[config.mk]
export PLATFORM = sky130hd
export DESIGN_NAME = zxc_ctrl
export DESIGN_NICKNAME = d
export VERILOG_FILES = /design/src/hdl/zxc_pkg.sv /design/src/hdl/zxc_sync.sv /design/src/hdl/zxc_edge.sv /design/src/hdl/zxc_ctrl.sv
export SDC_FILE = /design/constraint.sdc
export NUM_CORES = 1
export LEC_CHECK = 0
export ABC_AREA = 0
export BUFFER_PORTS_ARGS = -buffer_cell sky130_fd_sc_hd__buf_4
export CORE_MARGIN = 2
export CORE_UTILIZATION = 30
export CTS_CLUSTER_SIZE = 25
export DETAILED_ROUTE_END_ITERATION = 12
export GPL_TIMING_DRIVEN = 0
export PLACE_DENSITY = 0.66
export SLEW_MARGIN = 0
export SYNTH_ARGS = -nofsm -noshare
export SYNTH_HDL_FRONTEND = slang
export SYNTH_SLANG_ARGS = --single-unit
[constraint.sdc]
create_clock -name pclk -period 4.2 [get_ports pclk]
set_clock_uncertainty 0.05 [all_clocks]
set_input_delay 0.63 -clock pclk [delete_from_list [all_inputs] [get_ports pclk]]
set_output_delay 0.63 -clock pclk [all_outputs]
set_load 0.01 [all_outputs]
[src/hdl/zxc_pkg.sv]
// constants for the zero-cross detector control block
// assumes an APB master with 32-bit data on a 125 MHz pclk
//
// Function
// - fuse at 0: detection always on, software enable ignored
// - fuse 1, enable 1: detection on, pin in source/sink drive mode
// - fuse 1, enable 0: detection off, pin under remap/direction control
// - direction bit 5: 1 sinking, 0 sourcing; reversed when inverted
// - polarity bit 4 at 1 inverts the detector result
// - rise enable bit 1: low-to-high result edge sets the flag
// - fall enable bit 0: high-to-low result edge sets the flag
// - 8-bit control at index 0x91F; bits 6,3,2 unimplemented
// - any polarity change sets the flag, whatever the enable bit
// - software clears the flag; an edge in the clear cycle wins
// - request only with flag, mask, peripheral and global gates
// - detection and interrupts keep running in sleep
package zxc_pkg;

  localparam int unsigned ADDR_W = 16;

  // ****************************************************************
  // register indices; byte address is four times the index
  // ****************************************************************
  localparam logic [ADDR_W-1:0] CTRL_IDX   = 16'h091F;
  localparam logic [ADDR_W-1:0] STATUS_IDX = 16'h0920;
  localparam logic [ADDR_W-1:0] MASK_IDX   = 16'h0921;
  localparam logic [ADDR_W-1:0] GATE_IDX   = 16'h0922;

  // ****************************************************************
  // control fields
  // ****************************************************************
  localparam int unsigned SOFT_EN_BIT  = 7;
  localparam int unsigned DIR_BIT      = 5;
  localparam int unsigned INVERT_BIT   = 4;
  localparam int unsigned RISE_EN_BIT  = 1;
  localparam int unsigned FALL_EN_BIT  = 0;
  localparam logic [7:0]  CTRL_WR_MASK = 8'h93;

  // status, mask and gate fields
  localparam int unsigned FLAG_BIT     = 0;
  localparam int unsigned PERIPH_BIT   = 0;
  localparam int unsigned GLOBAL_BIT   = 1;

  // ****************************************************************
  // reset values
  // ****************************************************************
  localparam logic        SOFT_EN_RST  = 1'b0;
  localparam logic        INVERT_RST   = 1'b0;
  localparam logic        RISE_EN_RST  = 1'b0;
  localparam logic        FALL_EN_RST  = 1'b0;
  localparam logic        FLAG_RST     = 1'b0;
  localparam logic        MASK_RST     = 1'b0;
  localparam logic [1:0]  GATE_RST     = 2'h0;

  // ****************************************************************
  // timing counts in pclk cycles
  // ****************************************************************
  localparam int unsigned SYNC_STAGES  = 3;
  localparam int unsigned APB_WAIT     = 1;

endpackage

[src/hdl/zxc_sync.sv]
// three-stage synchroniser with agreement filter
// assumes an input asynchronous to pclk
`timescale 1ns/100ps
`default_nettype none
module zxc_sync
  import zxc_pkg::*;
(
  input  wire logic pclk,
  input  wire logic presetn,
  input  wire logic async_in,
  output logic      sync_out
);

  logic [SYNC_STAGES-1:0] stage_reg;
  logic [SYNC_STAGES-1:0] stage_next;
  logic                   out_reg;
  logic                   out_next;

  always_comb begin
    stage_next = {stage_reg[SYNC_STAGES-2:0], async_in};
    out_next   = out_reg;
    // first stage is read only by the second
    if (stage_reg[1] == stage_reg[2]) begin
      out_next = stage_reg[2];
    end
  end

  always_ff @(posedge pclk or negedge presetn) begin
    if (!presetn) begin
      stage_reg <= '0;
      out_reg   <= 1'b0;
    end else begin
      stage_reg <= stage_next;
      out_reg   <= out_next;
    end
  end

  assign sync_out = out_reg;

endmodule
`default_nettype wire

[src/hdl/zxc_edge.sv]
// rise and fall detector on a synchronous level
// assumes the level is already on pclk
`timescale 1ns/100ps
`default_nettype none
module zxc_edge
  import zxc_pkg::*;
(
  input  wire logic pclk,
  input  wire logic presetn,
  input  wire logic level,
  output logic      rise,
  output logic      fall
);

  logic prev_reg;
  logic prev_next;

  always_comb begin
    prev_next = level;
  end

  always_ff @(posedge pclk or negedge presetn) begin
    if (!presetn) begin
      prev_reg <= 1'b0;
    end else begin
      prev_reg <= prev_next;
    end
  end

  assign rise = level & ~prev_reg;
  assign fall = ~level & prev_reg;

endmodule
`default_nettype wire

[src/hdl/zxc_ctrl.sv]
// zero-cross detector control: APB registers, enable, edges, interrupt
// assumes an APB master on pclk and an asynchronous comparator output
`timescale 1ns/100ps
`default_nettype none
module zxc_ctrl
  import zxc_pkg::*;
(
  input  wire logic              pclk,
  input  wire logic              presetn,
  input  wire logic              psel,
  input  wire logic              penable,
  input  wire logic              pwrite,
  input  wire logic [ADDR_W-1:0] paddr,
  input  wire logic [31:0]       pwdata,
  input  wire logic [3:0]        pstrb,
  output logic [31:0]            prdata,
  output logic                   pready,
  output logic                   pslverr,
  input  wire logic              detector_fuse,
  input  wire logic              comparator_raw,
  output logic                   pin_drive_en,
  output logic                   zero_cross_result,
  output logic                   irq
);

  // ****************************************************************
  // helpers
  // ****************************************************************
  function automatic logic [ADDR_W-1:0] byte_addr(
    input logic [ADDR_W-1:0] idx);
    byte_addr = {idx[ADDR_W-3:0], 2'b00};
  endfunction

  // ****************************************************************
  // state
  // ****************************************************************
  logic        soft_enable_reg,     soft_enable_next;
  logic        invert_select_reg,   invert_select_next;
  logic        rise_irq_enable_reg, rise_irq_enable_next;
  logic        fall_irq_enable_reg, fall_irq_enable_next;
  logic        crossing_irq_flag_reg, crossing_irq_flag_next;
  logic        crossing_irq_mask_reg, crossing_irq_mask_next;
  logic [1:0]  gate_reg,            gate_next;
  logic        pready_reg,          pready_next;
  logic        pslverr_reg,         pslverr_next;
  logic [31:0] prdata_reg,          prdata_next;
  logic        pin_drive_reg,       pin_drive_next;
  logic        result_reg,          result_next;
  logic        irq_reg,             irq_next;

  logic        raw_sync;
  logic        result;
  logic        rise;
  logic        fall;
  logic        active;
  logic        fuse_sync;
  logic        access;
  logic        commit;
  logic        wr_ctrl;
  logic        wr_status;
  logic        wr_mask;
  logic        wr_gate;
  logic        mapped;
  logic        edge_event;
  logic        invert_change;
  logic        flag_set;

  // ****************************************************************
  // comparator and fuse path
  // ****************************************************************
  zxc_sync u_raw_sync (
    .pclk     (pclk),
    .presetn  (presetn),
    .async_in (comparator_raw),
    .sync_out (raw_sync)
  );

  // the fuse is a static level, but it still crosses in cleanly
  zxc_sync u_fuse_sync (
    .pclk     (pclk),
    .presetn  (presetn),
    .async_in (detector_fuse),
    .sync_out (fuse_sync)
  );

  // inversion after the synchroniser so each edge is seen once
  assign result = raw_sync ^ invert_select_reg;

  zxc_edge u_edge (
    .pclk    (pclk),
    .presetn (presetn),
    .level   (result),
    .rise    (rise),
    .fall    (fall)
  );

  // fuse low overrides the software bit entirely
  assign active = ~fuse_sync | soft_enable_reg;

  // no sleep input: logic runs on pclk regardless of core state
  assign edge_event = active & ((rise & rise_irq_enable_reg)
                              | (fall & fall_irq_enable_reg));

  // ****************************************************************
  // APB decode
  // ****************************************************************
  assign access    = psel & penable;
  assign commit    = access & pready_reg;
  assign wr_ctrl   = commit & pwrite & pstrb[0]
                   & (paddr == byte_addr(CTRL_IDX));
  assign wr_status = commit & pwrite & pstrb[0]
                   & (paddr == byte_addr(STATUS_IDX));
  assign wr_mask   = commit & pwrite & pstrb[0]
                   & (paddr == byte_addr(MASK_IDX));
  assign wr_gate   = commit & pwrite & pstrb[0]
                   & (paddr == byte_addr(GATE_IDX));
  assign mapped    = (paddr == byte_addr(CTRL_IDX))
                   | (paddr == byte_addr(STATUS_IDX))
                   | (paddr == byte_addr(MASK_IDX))
                   | (paddr == byte_addr(GATE_IDX));

  assign invert_change = wr_ctrl
                       & (pwdata[INVERT_BIT] != invert_select_reg);
  assign flag_set = edge_event | invert_change;

  // ****************************************************************
  // next-state logic
  // ****************************************************************
  always_comb begin
    soft_enable_next     = soft_enable_reg;
    invert_select_next   = invert_select_reg;
    rise_irq_enable_next = rise_irq_enable_reg;
    fall_irq_enable_next = fall_irq_enable_reg;
    crossing_irq_mask_next = crossing_irq_mask_reg;
    gate_next            = gate_reg;
    crossing_irq_flag_next = crossing_irq_flag_reg;
    // one wait state: ready rises on the second access cycle
    pready_next          = access & ~pready_reg;
    pslverr_next         = access & ~pready_reg & ~mapped;
    prdata_next          = prdata_reg;

    if (wr_ctrl) begin
      soft_enable_next     = pwdata[SOFT_EN_BIT];
      invert_select_next   = pwdata[INVERT_BIT];
      rise_irq_enable_next = pwdata[RISE_EN_BIT];
      fall_irq_enable_next = pwdata[FALL_EN_BIT];
    end
    if (wr_mask) begin
      crossing_irq_mask_next = pwdata[FLAG_BIT];
    end
    if (wr_gate) begin
      gate_next = pwdata[1:0];
    end

    // write one to clear; a set in the same cycle wins
    if (wr_status & pwdata[FLAG_BIT]) begin
      crossing_irq_flag_next = 1'b0;
    end
    if (flag_set) begin
      crossing_irq_flag_next = 1'b1;
    end

    if (access & ~pready_reg & ~pwrite) begin
      prdata_next = 32'h0000_0000;
      if (paddr == byte_addr(CTRL_IDX)) begin
        prdata_next[SOFT_EN_BIT] = soft_enable_reg;
        prdata_next[DIR_BIT]     = result;
        prdata_next[INVERT_BIT]  = invert_select_reg;
        prdata_next[RISE_EN_BIT] = rise_irq_enable_reg;
        prdata_next[FALL_EN_BIT] = fall_irq_enable_reg;
      end else if (paddr == byte_addr(STATUS_IDX)) begin
        prdata_next[FLAG_BIT] = crossing_irq_flag_reg;
      end else if (paddr == byte_addr(MASK_IDX)) begin
        prdata_next[FLAG_BIT] = crossing_irq_mask_reg;
      end else if (paddr == byte_addr(GATE_IDX)) begin
        prdata_next[1:0] = gate_reg;
      end
    end

    pin_drive_next = active;
    result_next    = result;
    irq_next       = crossing_irq_flag_next & crossing_irq_mask_next
                   & gate_next[PERIPH_BIT] & gate_next[GLOBAL_BIT];
  end

  // ****************************************************************
  // registers
  // ****************************************************************
  always_ff @(posedge pclk or negedge presetn) begin
    if (!presetn) begin
      soft_enable_reg       <= SOFT_EN_RST;
      invert_select_reg     <= INVERT_RST;
      rise_irq_enable_reg   <= RISE_EN_RST;
      fall_irq_enable_reg   <= FALL_EN_RST;
      crossing_irq_flag_reg <= FLAG_RST;
      crossing_irq_mask_reg <= MASK_RST;
      gate_reg              <= GATE_RST;
      pready_reg            <= 1'b0;
      pslverr_reg           <= 1'b0;
      prdata_reg            <= 32'h0000_0000;
      pin_drive_reg         <= 1'b0;
      result_reg            <= 1'b0;
      irq_reg               <= 1'b0;
    end else begin
      soft_enable_reg       <= soft_enable_next;
      invert_select_reg     <= invert_select_next;
      rise_irq_enable_reg   <= rise_irq_enable_next;
      fall_irq_enable_reg   <= fall_irq_enable_next;
      crossing_irq_flag_reg <= crossing_irq_flag_next;
      crossing_irq_mask_reg <= crossing_irq_mask_next;
      gate_reg              <= gate_next;
      pready_reg            <= pready_next;
      pslverr_reg           <= pslverr_next;
      prdata_reg            <= prdata_next;
      pin_drive_reg         <= pin_drive_next;
      result_reg            <= result_next;
      irq_reg               <= irq_next;
    end
  end

  assign prdata            = prdata_reg;
  assign pready            = pready_reg;
  assign pslverr           = pslverr_reg;
  assign pin_drive_en      = pin_drive_reg;
  assign zero_cross_result = result_reg;
  assign irq               = irq_reg;
endmodule
`default_nettype wire

==> impl_metrics.py <==
metrics = {
    "logic_synthesis": {
        "synth_top_flop_cell": "dfrtp_1",
        "synthArstFlopShare": 1.00,
        "synth.most_common_cell": "buf_4",
        "synth.avg_cell_area_sq_um": 11.4,
        "yosys_register_bits": 26,
        "ys_warn_count": 0,
        "synth_edf_count": 0,
        "yosys-top-cells-area": "dfrtp_1 49%, buf_4 15%, mux2_2 5.1%",
        "synth_common_cells": "27 x buf_4, 26 x dfrtp_1, 8 x nor2_1",
        "synth.distinct_cells": 33,
        "netlist_instances": 117,
        "syn-cell-area_sq_um": 1330,
        "synth_top_area_cell": "dfrtp_1",
        "yosys.area.top_type_share": 0.488,
        "ys_seq_area_frac": 0.488,
    },
    "final_layout": {
        "largest_reg_flops": 5,
        "nets": 244,
        "drive_gt1_frac": 0.446,
        "stdcell_count": 236,
        "syn_to_final_growth_pct": 38.4,
        "fillCellCount": 442,
        "fin_util": 0.427,
        "diodes": 0,
    },
    "clocking": {
        "cts_resized": 0,
        "clkSinkCount": 26,
        "cts-root-buf": "clkbuf_8",
        "clk_pin_slew_worst_paths_ns": 0.09,
        "insertion_delay_ns": 0.27,
        "cts_tree": "yes",
        "cts_buffers": 3,
        "htreeDepth": 1,
        "hold_buffers": 0,
        "clk_path_buf_depth": 2,
        "post_cts_buffers": 0,
    },
    "status": {
        "outcome": "finished, final reports clean",
    },
    "worst_setup_path": {
        "cp.required_ns": 4.31,
        "critPathLaunchType": "input pin",
        "endpoint_kind": "register",
        "cp.arrival_ns": 2.12,
        "cp_max_fo": 5,
        "crit_type": "in2reg",
    },
    "sta": {
        "fmax_ghz": 0.495,
        "fin_crit_ns": 2.02,
        "final.period_utilization": 0.481,
        "finalSetupViolCount": 0,
        "fin_setup_tns_ns": 0,
        "relSlewSlack": 0.425,
        "tightest_slew_ns": 0.856,
        "drv_slew": 0,
        "rsz0062_at_grt": "false",
        "hold_viol": 0,
    },
    "placement": {
        "gp_congestion": 0.715,
        "dpl.hpwl_um": 1900,
        "place_inst": 232,
        "portBuffers": 37,
    },
    "floorplanning": {
        "die_area_sq_um": 4990,
        "num_rows": 24,
        "core-area_sq_um": 4320,
        "die_h_um": 70.7,
        "io_pins": 96,
        "die_w_um": 70.7,
        "initial_utilization": 0.308,
    },
    "global_routing": {
        "grt_first_pass_wirelength_um": 3610,
        "antenna_found_initial": 0,
        "grt-ovfl-total": 0,
        "grt_use_total": 0.0925,
        "grt_max_degree": 27,
        "first_global_vias": 802,
    },
    "pwr": {
        "leakage_uw": 0.000924,
        "vdd_drop_max_v": 0.000199,
        "p_per_area_nw_per_um2": 303,
        "total_power_uw": 559,
    },
    "detailed_routing": {
        "antenna_left": 0,
        "wl_per_cell_um": 9.83,
        "first_pass_iters": 4,
        "wirelength_um": 2320,
        "drcViolationCount": 0,
        "viasPerCell": 3.86,
        "vias": 912,
        "drt_first_iter_violations": 13,
    },
    "min_path": {
        "hp-class": "in2async",
    },
    "job": {
        "cap_violations": 0,
    },
}
-- cells by family (layout without fill, tap and decap cells) --
logic type	after synthesis	count (layout)	share of synthesized area
muxes	9	9	0.0741
adders and majority gates	2	2	0.0150
other	1	27	0.00281
DFF	26	26	0.488
and+or+nand+nor	36	36	0.197
buffers and inverters	30	71	0.160
AOI/OAI and AO/OA	11	11	0.0497
xor gates and xnor gates	2	2	0.0131
-- path summary, 6_finish.rpt --
kind	from	slack, ns	cells after the start	end
worst min-delay path	presetn	0.20	1	prdata[1]$_DFFE_PN0P_
worst min register to register	u_fuse_sync.stage_reg[0]$_DFF_PN0_	0.30	0	u_fuse_sync.stage_reg[1]$_DFF_PN0_
worst max-delay path	paddr[1]	2.18	6	irq$_DFF_PN0_
max in group asynchronous	presetn	3.65	1	irq$_DFF_PN0_
min in group pclk	u_fuse_sync.stage_reg[0]$_DFF_PN0_	0.30	0	u_fuse_sync.stage_reg[1]$_DFF_PN0_
worst max register to register	pready$_DFF_PN0_	2.36	5	irq$_DFF_PN0_
-- per-layer routing --
| metal | up-vias | GRT usage | part of all wire |
|---|---|---|---|
| met2 | 32 | 0.147 | 0.49 |
| met1 | 392 | 0.111 | 0.41 |
| met5 | - | 0 | 0 |
| met3 | 5 | 0.0399 | 0.087 |
| li1 | 483 | - | - |
| met4 | 0 | 0.0377 | 0.017 |
-- where the power goes --
part           internal (uW)  switching (uW)
Clock                    127            73.6
Combinational           49.3            40.2
Sequential               262            6.36
Total                    439             120
-- placed cells by master (no fill, tap or decap), drive strengths merged, types with 4 or more instances in the layout --
cell	instances
mux2	7
buf	64
a21oi	4
dfrtp	26
conb	27
nor2	8
nand2	4
nand3	7
-- cell type report --
class | count | area, sq um | share of cell area
inverters | 3 | 11.3 | 0.00610
flip-flops and latches | 26 | 651 | 0.353
plain buffers | 27 | 203 | 0.110
repair buffers | 37 | 278 | 0.151
multi-input cells | 87 | 567 | 0.307
well taps | 52 | 65.1 | 0.0353
clock inverters | 1 | 30.0 | 0.0163
clock buffers | 3 | 41.3 | 0.0224
-- stage by stage --
step / cell area, sq um / hold slack, ns / setup WS [ns]
2_1_floorplan: 1430 / 0.281 / 2.14
3_3_place_gp: 1770 / 0.282 / 1.88
3_5_place_dp: 1770 / 0.286 / 1.89
4_1_cts: 1850 / 0.199 / 2.17
5_1_grt: 1850 / 0.207 / 2.09
6_report: 1850 / 0.201 / 2.18
-- critical path, cell delays in order --
cell	delay (ns)
buf_4	0.12
nor4_4	0.37
nand4_4	0.17
nor4b_2	0.26
mux2_1	0.37
and4_1	0.20
No activity file was read; power rests on OpenSTA's default activity.
